<file path="src/core/pmsl_pkg.sv">
// Constants shared by the motor speed loop block.
// Assumes all users reference names through pmsl_pkg::.
`default_nettype none
package pmsl_pkg;
   // ---------------------------------------------
   // Widths
   // ---------------------------------------------
   localparam int SPD_W = 16;
   localparam int TRQ_W = 13;
   localparam int ACC_W = 48;
   localparam int FILT_FRAC = 16;
   // ---------------------------------------------
   // Scaling and levels
   // ---------------------------------------------
   localparam logic [11:0] HW_OV_COUNTS = 12'hd20;  // 3360
   localparam logic [11:0] HW_UV_COUNTS = 12'h3d0;  // 976
   localparam int TRIP_SHIFT = 4;                   // Level register times 16
   localparam int MIN_SPD_SHIFT = 3;                // Min speed /2048 vs /16383
   localparam int SPD_SCL_SHIFT = 14;               // Feedback scale fraction bits
   localparam int PI_SHIFT = 12;                    // Regulator gain fraction bits
   localparam logic [11:0] ROOT_FIRST = 12'h800;    // Square root first trial bit
   // ---------------------------------------------
   // Fault word layout
   // ---------------------------------------------
   localparam int FW_W = 4;
   localparam int FW_SW = 0;
   localparam int FW_HW_OV = 1;
   localparam int FW_HW_UV = 2;
   localparam int FW_CRIT = 3;
   // ---------------------------------------------
   // State encodings
   // ---------------------------------------------
   typedef enum logic [1:0] {
      VQ_IDLE = 2'b00,
      VQ_ROOT = 2'b01,
      VQ_FILT = 2'b10
   } pmsl_vq_state_t;
   typedef enum logic [1:0] {
      GATE_RUN = 2'b00,
      GATE_OFF = 2'b01,
      GATE_ZERO = 2'b10
   } pmsl_gate_mode_t;
endpackage : pmsl_pkg
`default_nettype wire

</file>
<file path="src/core/pmsl_ramp.sv">
// Speed reference ramp toward a signed target.
// Assumes tick_i is a one-cycle strobe per PWM period on sys_clk_i.
`timescale 1ns/1ps
`default_nettype none
module pmsl_ramp (
   input wire logic sys_clk_i,
   input wire logic rst_b_i,
   input wire logic tick_i,
   input wire logic signed [15:0] target_i,
   input wire logic [14:0] accel_step_i,
   input wire logic [14:0] decel_step_i,
   input wire logic [4:0] ramp_shift_i,
   output logic signed [15:0] speed_reference_o
);
   typedef struct packed {
      logic signed [pmsl_pkg::ACC_W-1:0] acc;
      logic signed [15:0] ref_q;
   } pmsl_ramp_t;
   pmsl_ramp_t r;
   pmsl_ramp_t next_r;
   // ---------------------------------------------
   // Ramp step
   // ---------------------------------------------
   // Accumulator keeps fraction bits below the shift point
   always_comb begin
      logic signed [pmsl_pkg::ACC_W-1:0] goal;
      logic signed [pmsl_pkg::ACC_W-1:0] diff;
      logic signed [pmsl_pkg::ACC_W-1:0] mag;
      logic signed [pmsl_pkg::ACC_W-1:0] step;
      logic up;
      logic away;
      goal = pmsl_pkg::ACC_W'(target_i) <<< ramp_shift_i;
      diff = goal - r.acc;
      up = diff > 0;
      mag = up ? diff : -diff;
      away = up ? (r.acc >= 0) : (r.acc <= 0);
      step = away ? pmsl_pkg::ACC_W'({1'b0, accel_step_i}) : pmsl_pkg::ACC_W'({1'b0, decel_step_i});
      next_r = r;
      if (tick_i) begin
         if (mag <= step) begin
            next_r.acc = goal;
         end else if (up) begin
            next_r.acc = r.acc + step;
         end else begin
            next_r.acc = r.acc - step;
         end
      end
      next_r.ref_q = 16'(next_r.acc >>> ramp_shift_i);
   end
   // State register
   always_ff @(posedge sys_clk_i or negedge rst_b_i) begin
      if (!rst_b_i) begin
         r <= '0;
      end else begin
         r <= next_r;
      end
   end
   assign speed_reference_o = r.ref_q;
endmodule : pmsl_ramp
`default_nettype wire

</file>
<file path="src/core/pmsl_vq_limit.sv">
// Dynamic q-axis voltage ceiling: root of ceiling squared less vd squared.
// Assumes tick_i strobes once per PWM period; result settles in 14 cycles.
`timescale 1ns/1ps
`default_nettype none
module pmsl_vq_limit (
   input wire logic sys_clk_i,
   input wire logic rst_b_i,
   input wire logic tick_i,
   input wire logic [11:0] modulation_ceiling_i,
   input wire logic signed [12:0] vd_i,
   input wire logic [11:0] q_voltage_fixed_i,
   input wire logic [3:0] vq_filter_shift_i,
   output logic [11:0] q_voltage_ceiling_o
);
   typedef struct packed {
      pmsl_pkg::pmsl_vq_state_t st;
      logic [25:0] rad;
      logic [11:0] root;
      logic [11:0] mask;
      logic signed [28:0] filt;
      logic [11:0] lim;
   } pmsl_vq_t;
   pmsl_vq_t r;
   pmsl_vq_t next_r;
   // ---------------------------------------------
   // Root and filter sequencer
   // ---------------------------------------------
   always_comb begin
      logic [12:0] vd_mag;
      logic [25:0] m2;
      logic [25:0] d2;
      logic [11:0] trial;
      logic signed [28:0] goal;
      vd_mag = vd_i[12] ? 13'(-vd_i) : 13'(vd_i);
      m2 = 26'(modulation_ceiling_i * modulation_ceiling_i);
      d2 = 26'(vd_mag * vd_mag);
      trial = r.root | r.mask;
      goal = 29'(r.root) << pmsl_pkg::FILT_FRAC;
      next_r = r;
      case (r.st)
         pmsl_pkg::VQ_IDLE: begin
            if (tick_i) begin
               next_r.rad = (m2 > d2) ? (m2 - d2) : 26'h0000000;
               next_r.root = 12'h000;
               next_r.mask = pmsl_pkg::ROOT_FIRST;
               next_r.st = pmsl_pkg::VQ_ROOT;
            end
         end
         pmsl_pkg::VQ_ROOT: begin
            if (26'(trial * trial) <= r.rad) begin
               next_r.root = trial;
            end
            next_r.mask = r.mask >> 1;
            if (r.mask[0]) begin
               next_r.st = pmsl_pkg::VQ_FILT;
            end
         end
         pmsl_pkg::VQ_FILT: begin
            if (modulation_ceiling_i == 12'h000) begin
               next_r.filt = 29'(q_voltage_fixed_i) << pmsl_pkg::FILT_FRAC;
               next_r.lim = q_voltage_fixed_i;
            end else begin
               next_r.filt = r.filt + ((goal - r.filt) >>> vq_filter_shift_i);
               next_r.lim = next_r.filt[pmsl_pkg::FILT_FRAC +: 12];
            end
            next_r.st = pmsl_pkg::VQ_IDLE;
         end
         default: begin
            next_r.st = pmsl_pkg::VQ_IDLE;
         end
      endcase
   end
   // State register
   always_ff @(posedge sys_clk_i or negedge rst_b_i) begin
      if (!rst_b_i) begin
         r <= '0;
      end else begin
         r <= next_r;
      end
   end
   assign q_voltage_ceiling_o = r.lim;
endmodule : pmsl_vq_limit
`default_nettype wire

</file>
<file path="src/core/pmsl_speed_loop.sv">
// Per-PWM-period speed loop, torque limit, bus protection and gate stage.
// Assumes pwm_tick_i is a one-cycle strobe from the PWM timer on sys_clk_i,
// and that the host writes all settings as steady levels.
// Only the overcurrent shutdown pin comes from outside the clock domain.
// Gate outputs are raw phase states; dead time is added further on.
`timescale 1ns/1ps
`default_nettype none
module pmsl_speed_loop (
   input wire logic sys_clk_i,
   input wire logic rst_b_i,
   input wire logic pwm_tick_i,
   input wire logic [13:0] speed_target_i,
   input wire logic rotation_direction_i,
   input wire logic [7:0] min_speed_i,
   input wire logic [14:0] accel_step_i,
   input wire logic [14:0] decel_step_i,
   input wire logic [4:0] ramp_shift_i,
   input wire logic [14:0] prop_gain_i,
   input wire logic [14:0] integ_gain_i,
   input wire logic [11:0] motor_limit_i,
   input wire logic [11:0] regen_limit_i,
   input wire logic signed [15:0] rotor_freq_i,
   input wire logic [15:0] speed_scale_i,
   input wire logic [11:0] modulation_ceiling_i,
   input wire logic [3:0] vq_filter_shift_i,
   input wire logic [11:0] q_voltage_fixed_i,
   input wire logic signed [12:0] vd_i,
   input wire logic [11:0] bus_voltage_counts_i,
   input wire logic [7:0] critical_level_i,
   input wire logic [7:0] ov_level_i,
   input wire logic [7:0] uv_level_i,
   input wire logic fault_clear_i,
   input wire logic hw_ov_disable_i,
   input wire logic hw_uv_disable_i,
   input wire logic gate_shutdown_input_i,
   input wire logic [11:0] duty_u_i,
   input wire logic [11:0] duty_v_i,
   input wire logic [11:0] duty_w_i,
   input wire logic [11:0] carrier_i,
   output logic signed [15:0] speed_reference_o,
   output logic signed [15:0] speed_feedback_o,
   output logic signed [12:0] torque_command_o,
   output logic [11:0] q_voltage_ceiling_o,
   output logic [3:0] fault_word_o,
   output logic overvoltage_flag_o,
   output logic undervoltage_flag_o,
   output logic bus_critical_flag_o,
   output logic ov_trip_o,
   output logic uv_trip_o,
   output logic crit_trip_o,
   output logic [2:0] gate_high_o,
   output logic [2:0] gate_low_o
);
   // All registered state of the block outside the ramp and ceiling instances
   typedef struct packed {
      logic sd_meta;
      logic sd_sync;
      logic signed [15:0] fbk;
      logic signed [39:0] integ;
      logic signed [12:0] trq;
      logic ov_trip;
      logic uv_trip;
      logic crit_trip;
      logic ov_flag;
      logic uv_flag;
      logic crit_flag;
      logic hw_ov;
      logic hw_uv;
      pmsl_pkg::pmsl_gate_mode_t mode;
      logic [2:0] g_hi;
      logic [2:0] g_lo;
   } pmsl_core_t;

   pmsl_core_t r;
   pmsl_core_t next_r;
   // Conditioned target and per-phase comparator results
   logic signed [15:0] signed_target;
   logic [2:0] phase_on;
   logic [35:0] duty_all;

   // ---------------------------------------------
   // Target conditioning
   // ---------------------------------------------
   // Raise small non-zero targets to the floor, then apply the sign
   // A zero target bypasses the floor so the motor can be stopped
   always_comb begin
      logic [13:0] floor_v;
      logic [13:0] mag;
      floor_v = 14'(min_speed_i) << pmsl_pkg::MIN_SPD_SHIFT;
      mag = speed_target_i;
      if (speed_target_i != 14'h0000 && speed_target_i < floor_v) begin
         mag = floor_v;
      end
      if (rotation_direction_i) begin
         signed_target = 16'({2'b00, mag});
      end else begin
         signed_target = -16'({2'b00, mag});
      end
   end

   // Speed reference ramp, stepped by the period strobe
   // Its output is registered, so the regulator sees a settled value
   pmsl_ramp u_ramp (
      .sys_clk_i(sys_clk_i),
      .rst_b_i(rst_b_i),
      .tick_i(pwm_tick_i),
      .target_i(signed_target),
      .accel_step_i(accel_step_i),
      .decel_step_i(decel_step_i),
      .ramp_shift_i(ramp_shift_i),
      .speed_reference_o(speed_reference_o)
   );

   // Dynamic q-axis voltage ceiling
   // The ceiling lags each strobe by the root and filter steps
   pmsl_vq_limit u_vq (
      .sys_clk_i(sys_clk_i),
      .rst_b_i(rst_b_i),
      .tick_i(pwm_tick_i),
      .modulation_ceiling_i(modulation_ceiling_i),
      .vd_i(vd_i),
      .q_voltage_fixed_i(q_voltage_fixed_i),
      .vq_filter_shift_i(vq_filter_shift_i),
      .q_voltage_ceiling_o(q_voltage_ceiling_o)
   );

   // ---------------------------------------------
   // Per-phase carrier comparators
   // ---------------------------------------------
   // A phase conducts high while its duty exceeds the carrier
   assign duty_all = {duty_w_i, duty_v_i, duty_u_i};
   for (genvar p = 0; p < 3; p++) begin : g_phase
      assign phase_on[p] = duty_all[p*12 +: 12] > carrier_i;
   end

   // ---------------------------------------------
   // Regulator, protection and gate state
   // ---------------------------------------------
   always_comb begin
      logic signed [32:0] fb_prod;
      logic signed [16:0] err;
      logic signed [39:0] p_term;
      logic signed [39:0] i_step;
      logic signed [39:0] out_full;
      logic signed [39:0] hi_lim;
      logic signed [39:0] lo_lim;
      logic [11:0] ov_lvl;
      logic [11:0] uv_lvl;
      logic [11:0] crit_lvl;
      logic sat_hi;
      logic sat_lo;
      // Feedback: rotor frequency times scale, fraction bits dropped
      fb_prod = 33'(rotor_freq_i) * 33'(signed'({1'b0, speed_scale_i}));
      err = 17'(speed_reference_o) - 17'(r.fbk);
      // Regulator terms keep the gain fraction until the final shift
      p_term = 40'(err) * 40'(signed'({1'b0, prop_gain_i}));
      i_step = 40'(err) * 40'(signed'({1'b0, integ_gain_i}));
      out_full = (p_term + r.integ) >>> pmsl_pkg::PI_SHIFT;
      // Clamp window: motor limit above, negated regen limit below
      hi_lim = 40'(signed'({1'b0, motor_limit_i}));
      lo_lim = -40'(signed'({1'b0, regen_limit_i}));
      sat_hi = out_full > hi_lim;
      sat_lo = out_full < lo_lim;
      // Software trip levels are the level settings times sixteen
      ov_lvl = 12'(ov_level_i) << pmsl_pkg::TRIP_SHIFT;
      uv_lvl = 12'(uv_level_i) << pmsl_pkg::TRIP_SHIFT;
      crit_lvl = 12'(critical_level_i) << pmsl_pkg::TRIP_SHIFT;
      next_r = r;
      // Overcurrent pin passes two flops before use
      next_r.sd_meta = gate_shutdown_input_i;
      next_r.sd_sync = r.sd_meta;
      // Period update: feedback, torque and software trips
      if (pwm_tick_i) begin
         next_r.fbk = 16'(fb_prod >>> pmsl_pkg::SPD_SCL_SHIFT);
         if (sat_hi) begin
            next_r.trq = 13'(hi_lim);
         end else if (sat_lo) begin
            next_r.trq = 13'(lo_lim);
         end else begin
            next_r.trq = 13'(out_full);
         end
         // Integrate only when not pushing further into the clamp
         // Unwinding stays allowed, so the output leaves the clamp at once
         if (!((sat_hi && err > 0) || (sat_lo && err < 0))) begin
            next_r.integ = r.integ + i_step;
         end
         next_r.ov_trip = bus_voltage_counts_i > ov_lvl;
         next_r.uv_trip = bus_voltage_counts_i < uv_lvl;
         next_r.crit_trip = bus_voltage_counts_i > crit_lvl;
      end
      // Latched flags: a trip wins over a clear in the same cycle
      // A held clear keeps the flags low between trips
      if (fault_clear_i) begin
         next_r.ov_flag = 1'b0;
         next_r.uv_flag = 1'b0;
         next_r.crit_flag = 1'b0;
         next_r.hw_ov = 1'b0;
         next_r.hw_uv = 1'b0;
      end
      if (pwm_tick_i && next_r.ov_trip) begin
         next_r.ov_flag = 1'b1;
      end
      if (pwm_tick_i && next_r.uv_trip) begin
         next_r.uv_flag = 1'b1;
      end
      if (pwm_tick_i && next_r.crit_trip) begin
         next_r.crit_flag = 1'b1;
      end
      // Hardware comparators act every clock, each with its own disable
      // They latch so a short bus spike still leaves a trace
      if (!hw_ov_disable_i && bus_voltage_counts_i > pmsl_pkg::HW_OV_COUNTS) begin
         next_r.hw_ov = 1'b1;
      end
      if (!hw_uv_disable_i && bus_voltage_counts_i < pmsl_pkg::HW_UV_COUNTS) begin
         next_r.hw_uv = 1'b1;
      end
      // Gate mode: critical first, then shutdown or any fault
      // The zero vector stops the motor charging the bus, even in shutdown
      if (next_r.crit_flag) begin
         next_r.mode = pmsl_pkg::GATE_ZERO;
      end else if (r.sd_sync || next_r.ov_flag || next_r.uv_flag || next_r.hw_ov || next_r.hw_uv) begin
         next_r.mode = pmsl_pkg::GATE_OFF;
      end else begin
         next_r.mode = pmsl_pkg::GATE_RUN;
      end
      // High and low sides of one phase are never on together
      case (next_r.mode)
         pmsl_pkg::GATE_ZERO: begin
            next_r.g_hi = 3'h0;
            next_r.g_lo = 3'h7;
         end
         pmsl_pkg::GATE_OFF: begin
            next_r.g_hi = 3'h0;
            next_r.g_lo = 3'h0;
         end
         pmsl_pkg::GATE_RUN: begin
            next_r.g_hi = phase_on;
            next_r.g_lo = ~phase_on;
         end
         // Unused mode code keeps every gate off
         default: begin
            next_r.g_hi = 3'h0;
            next_r.g_lo = 3'h0;
         end
      endcase
   end

   // State register
   // Reset leaves every gate off and every flag clear
   always_ff @(posedge sys_clk_i or negedge rst_b_i) begin
      if (!rst_b_i) begin
         r <= '0;
      end else begin
         r <= next_r;
      end
   end

   // ---------------------------------------------
   // Outputs
   // ---------------------------------------------
   // Registered data and flag outputs
   assign speed_feedback_o = r.fbk;
   assign torque_command_o = r.trq;
   assign overvoltage_flag_o = r.ov_flag;
   assign undervoltage_flag_o = r.uv_flag;
   assign bus_critical_flag_o = r.crit_flag;
   assign ov_trip_o = r.ov_trip;
   assign uv_trip_o = r.uv_trip;
   assign crit_trip_o = r.crit_trip;
   // Gate drive straight from the state register, free of glitches
   assign gate_high_o = r.g_hi;
   assign gate_low_o = r.g_lo;
   // Fault word: processor fault plus hardware and critical bits
   // Bit positions come from the package to keep one map
   always_comb begin
      fault_word_o = '0;
      fault_word_o[pmsl_pkg::FW_SW] = r.ov_flag | r.uv_flag;
      fault_word_o[pmsl_pkg::FW_HW_OV] = r.hw_ov;
      fault_word_o[pmsl_pkg::FW_HW_UV] = r.hw_uv;
      fault_word_o[pmsl_pkg::FW_CRIT] = r.crit_flag;
   end
endmodule : pmsl_speed_loop
`default_nettype wire

</file>
<file path="config.mk">
export PLATFORM = sky130hd
export DESIGN_NAME = pmsl_speed_loop
export DESIGN_NICKNAME = d
export VERILOG_FILES = /design/src/core/pmsl_pkg.sv /design/src/core/pmsl_ramp.sv /design/src/core/pmsl_vq_limit.sv /design/src/core/pmsl_speed_loop.sv
export SDC_FILE = /design/constraint.sdc
export NUM_CORES = 2
export LEC_CHECK = 0
export BUFFER_PORTS_ARGS = -buffer_cell sky130_fd_sc_hd__buf_2
export CORE_MARGIN = 3
export CORE_UTILIZATION = 25
export DETAILED_ROUTE_END_ITERATION = 8
export GPL_ROUTABILITY_DRIVEN = 0
export PLACE_DENSITY_LB_ADDON = 0.12
export SYNTH_ARGS = -nofsm -noshare
export SYNTH_HDL_FRONTEND = slang
export SYNTH_SLANG_ARGS = --single-unit
</file>
<file path="constraint.sdc">
create_clock -name sys_clk_i -period 15.2 [get_ports sys_clk_i]
set_input_delay 0.76 -clock sys_clk_i [delete_from_list [all_inputs] [get_ports sys_clk_i]]
set_output_delay 0.76 -clock sys_clk_i [all_outputs]
set_load 0.005 [all_outputs]
</file>
# ---- Word-level counts from Yosys, hierarchy flattened
# Index checks and enable logic that the tools add are counted.
dict set report op_classes {
  addsub 13
  mul 6
  n_lt_le_gt_ge 19
  eq_ne 6
  shifts 3
  mux 28
  bitwise_logic 4
  reduce_logical 25
}
# cell n
set op_table {}
lappend op_table {{48-bit 2-to-1 mux} 4}
lappend op_table {{48-bit subtractor} 2}
lappend op_table {{17-bit by 16-bit multiplier with 33-bit output} 2}
lappend op_table {{12-bit > comparator} 5}
lappend op_table {{52-bit 2-to-1 mux} 1}
lappend op_table {{48-bit adder} 1}
lappend op_table {{48-bit by 1-bit greater-or-equal comparator with 1-bit output (second input constant)} 1}
lappend op_table {{48-bit by 1-bit > comparator with 1-bit output (second input constant)} 1}
lappend op_table {{48-bit by 1-bit less-or-equal comparator with 1-bit output (second input constant)} 1}
lappend op_table {{48-bit less-or-equal comparator} 1}
lappend op_table {{12-bit by 12-bit multiplier with 24-bit output} 2}
lappend op_table {{48-bit negator} 1}
lappend op_table {{24-bit one-hot mux with 2 select lines} 1}
lappend op_table {{16-bit by 5-bit <<< shifter with 48-bit output} 1}
lappend op_table {{48-bit by 5-bit >>> shifter with 16-bit output} 1}
lappend op_table {{41-bit 2-to-1 mux} 1}
lappend op_table {{33-bit by 40-bit adder with 40-bit output} 1}
lappend op_table {{40-bit by 33-bit adder with 40-bit output} 1}
lappend op_table {{28-bit by 40-bit less-than comparator with 1-bit output} 1}
lappend op_table {{12-bit negator with 40-bit output} 1}
lappend op_table {{13-bit 2-to-1 mux} 3}
lappend op_table {{16-bit by 17-bit multiplier with 30-bit output} 1}
lappend op_table {{29-bit adder} 1}
lappend op_table {{29-bit by 4-bit >>> shifter with 29-bit output} 1}
lappend op_table {{other kinds (43)} 68}
dict set report word_totals {
  regBits 242
  in_bits 276
  output_inout_bits 73
  word_cells 127
}

# ---- Depth between registers and ports, before layout
dict set report logic_depth {
  ltp_word 15
  depth_mapped 64
  mapped_depth_nobuf 61
}

# ---- Cells and area by module
# From an unflattened synthesis, not the netlist that was laid out.
dict set report unflattened {
  hier_cells 9030
  hier_area_um2 75040.7
}
# module instances cells_per_inst area_per_inst_um2 seq_area_each_um2
set modules_own_cells {}
lappend modules_own_cells {pmsl_speed_loop 1 4474 39446.6 2127.0}
lappend modules_own_cells {pmsl_vq_limit 1 2427 20581.0 2026.9}
lappend modules_own_cells {pmsl_ramp 1 2129 15013.1 1601.5}

# ---- Least setup slack after synthesis
# OpenSTA, ideal clock, no wires.
dict set report synth_timing {
  kind {input to register}
  startpoint {input port speed_target_i[2]}
  endpoint {register u_ramp.r, in the netlist u_ramp.speed_reference_o[12]}
  setup_time_ns 0.129
  arrival_ns 14.079
  required_ns 15.071
  path_slack_ns 0.991
  stages 57
  n_path_buf 6
  path_cell_list {or4_1 -> nor4_1 -> a31oi_1 -> o21ai_1 -> clkbuf_1 -> clkbuf_1 -> nand2_1 -> ha_1 -> inv_1 -> nor4_1 -> a21o_1 -> xnor2_1 -> mux2_2 -> mux4_2 -> o21ai_0 -> a21oi_1 -> ha_1 -> clkbuf_1 -> [21 not listed] -> a21oi_1 -> nor2b_1 -> a2bb2oi_1 -> o211ai_1 -> nand2_1 -> o211ai_1 -> a31oi_1 -> o31ai_1 -> a211o_1 -> a2111oi_0 -> nor2_1 -> nor2_1 -> nor4_1 -> a311o_1 -> mux2_2 -> mux2_2 -> a221oi_1 -> nand2_1}
}
# item line
set synth_lines {}
lappend synth_lines {{start, declared} pmsl_speed_loop.sv:12} ;# input wire logic [13:0] speed_target_i,
lappend synth_lines {{end signal, assigned} pmsl_ramp.sv:55} ;# r <= next_r;
lappend synth_lines {{end, declared} pmsl_ramp.sv:19} ;# pmsl_ramp_t r;

==> summary.md <==
| Metric | Value |
|---|---|
| Status | `finished clean` |
| Initial antenna violation count | `37` |
| Total Wirelength | `283000 um` |
| Final hold vios | `0` |
| Vias | `62361` |
| Total track usage | `18.8%` |
| Netlist Area Pre-Place | `73500 sq um` |
| Vias per cell | `4.79` |
| DIE WIDTH | `548 um` |
| CP Max Fanout | `11` |
| DP HPWL | `237000 um` |
| Crit path required time | `15680 ps` |
| Max stage delay on crit path | `550 ps` |
| Maximum clock path buffer count | `3` |
| DR iter-0 viols | `4189` |
| Final Worst Setup Slack | `928 ps` |
| Worst Setup End Kind | `flip-flop` |
| Worst-Margin Slew | `1240 ps` |
| Rel. slew slack | `17.5%` |
| Core Rows | `198` |
| Min-delay worst type | `in -> async` |
| Main synth FF type | `dfrtp_1` |
| Die H | `548 um` |
| FFs w/ async S/R, synth | `100%` |
| Cell count after synthesis | `8716` |
| Crit-path slowest cell | `mux4_2` |
| Final non-filler cell total | `13011` |
| Clk_lat worst skew | `660 ps` |
| Synth unique cells | `117` |
| Vias in the first global route | `66381` |
| Commonest cells after routing, fill and taps aside | `inv_1 (1618), fa_1 (1090), nand2_1 (815)` |
| Layout Nets | `11235` |
| CP arrival | `14760 ps` |
| Clock buffer count from CTS | `40` |
| Filler cell count | `31803` |
| RSZ-0062 raised after global routing | `false` |
| Endpoints failing setup | `0` |
| Final Util | `28.3%` |
| Pin count of the biggest net entering global routing | `72` |
| Dpl cells | `12925` |
| Worst-path clk slew | `70 ps` |
| Slew Limit Fails | `0` |
| Most common cell after layout, fill and taps aside | `inv_1` |
| Most used cell along the critical path | `buf_4` |
| Drt pass-1 iters | `8` |
| Initial Util | `25.2%` |
| Ys Warns | `0` |
| Setup TNS | `0 ps` |
| Seq/Total Area, Yosys | `7.83%` |
| Syn avg cell area | `8.44 sq um` |
| H-tree depth | `2` |
| Post-synth EDFFs | `0` |
| MaxCap Viol Count | `0` |
| Synth Register Bits | `230` |
| Detail Route Antenna Nets | `0` |
| Pre-CTS WS | `265 ps` |
| WS Path Type | `in -> reg` |
| Peak Freq | `0.0701 GHz` |
| Global-route wire length before repair | `431000 um` |
| Critical path launch point type | `input port` |
| Final global-route overflow total | `0` |
| Full die area | `301000 sq um` |
| Core area | `292000 sq um` |
| Clock net sink count | `230` |
| Part of the cycle the worst path needs | `93.9%` |
| CTS Root Cell | `clkbuf_16` |
| CTS tree | `built` |
| Area Growth Syn to Fin | `12.5%` |
| DRC viols | `0` |
| Drt wl/cell | `21.7 um` |
| Tmin final | `14270 ps` |
| Skew final | `56.9 ps` |
| Top Ports | `349` |
| Share of cells above drive strength 1 | `10.8%` |
| IO Port Bufs | `348` |
[layout make-up]
type                       instances  area, sq um  share of cell area (%)
antenna                           10         25.0                  0.0303
clock buffer                      50         1070                    1.29
clock inverter                    22          292                   0.353
inverter                        1624         6100                    7.37
multi-input combinational       6451        60000                    72.5
sequential                       230         5760                    6.96
tap                             3900         4880                    5.90
timing repair buffer             724         4600                    5.56
[cell families after synthesis]
| family | after synthesis | share of synthesized area (%) |
|---|---|---|
| AO/OA/AOI/OAI | 1479 | 13.5 |
| XOR/XNOR | 340 | 4.05 |
| adder cells (fa/ha/maj) | 1888 | 43.3 |
| other | 2 | 0.0102 |
| buffers and inverters | 2042 | 10.9 |
| flip-flops | 230 | 7.83 |
| AND/OR/NAND/NOR | 2489 | 16.7 |
| multiplexers | 246 | 3.80 |
[what timing repair did]
action | 4_1_cts | 5_1_grt
buffers inserted | 0 | 4
resized for setup | 0 | 9
endpoints found under the setup margin | 0 | 65
hold buffers | 0 | 0
[final timing paths]
check | startpoint | endpoint | slack, ps | cells past startpoint
setup / recovery | min_speed_i[6] | u_ramp.speed_reference_o[12] | 930 | 65
min in group sys_clk_i | gate_shutdown_input_i | next_r[85] | 220 | 1
max in group asynchronous | rst_b_i | u_ramp.r[47] | 13490 | 2
hold / removal | rst_b_i | u_vq.r[14] | 90 | 1
hold reg to reg | next_r[85] | r[85] | 360 | 0
setup reg to reg | u_ramp.speed_reference_o[0] | r[68] | 1020 | 59
[worst max-delay path, delay by kind of cell]
| family | cells | cell delay, ps |
|---|---|---|
| AOI/OAI and AO/OA | 25 | 6190 |
| xor gates and xnor gates | 1 | 90 |
| adders and majority gates | 5 | 1450 |
| buffers and inverters | 13 | 1880 |
| muxes | 5 | 1620 |
| and+or+nand+nor | 16 | 2740 |
[routing by layer]
| layer | vias up | global-route usage, % | part of all wire, % | wire (um) |
|---|---|---|---|---|
| met5 | - | 0 | 0.024 | 69 |
| met4 | 12 | 5.14 | 3.1 | 8800 |
| met3 | 297 | 2.50 | 4.6 | 13100 |
| met2 | 1476 | 32.5 | 49 | 138000 |
| met1 | 31405 | 24.4 | 43 | 123000 |
| li1 | 29171 | - | - | - |
[synth_stat cells, types with 64 or more instances]
cell	number	area (sq um)
a211oi_1	68	510
a21o_1	131	983
a21oi_1	352	1760
a31oi_1	74	463
and2_1	388	2430
and3_1	66	413
buf_4	74	556
clkbuf_1	297	1110
dfrtp_1	230	5760
fa_1	1092	21900
ha_1	796	9960
inv_1	1620	6080
mux2i_1	171	1710
nand2_1	816	3060
nand2b_1	82	513
nand3_1	119	596
nor2_1	478	1790
nor2b_1	79	494
nor3_1	151	756
o21a_1	64	480
o21ai_0	285	1430
xnor2_1	247	2160
xor2_1	93	815
[registers in the layout, summed over array words and instances, names as in the netlist]
register,count
bus_critical_flag_o,1
crit_trip_o,1
undervoltage_flag_o,1
u_ramp.r,48
fault_word_o,2
gate_low_o,3
torque_command_o,13
u_ramp.speed_reference_o,16
uv_trip_o,1
next_r,1
overvoltage_flag_o,1
r,41
gate_high_o,3
u_vq.q_voltage_ceiling_o,11
u_vq.r,70
speed_feedback_o,16
ov_trip_o,1
[through the flow]
stage                     instance area [sq um]  hold slack [ps]
after global routing                      82700             83.9
after CTS                                 82600             58.3
after detailed placement                  81200              347
final                                     82700             86.0
after global placement                    81200              339
after floorplan                           73500              331
Power is left out: the tool's default activity adds up to more than one toggle a clock period on the data nets, which glitch-free logic cannot reach.
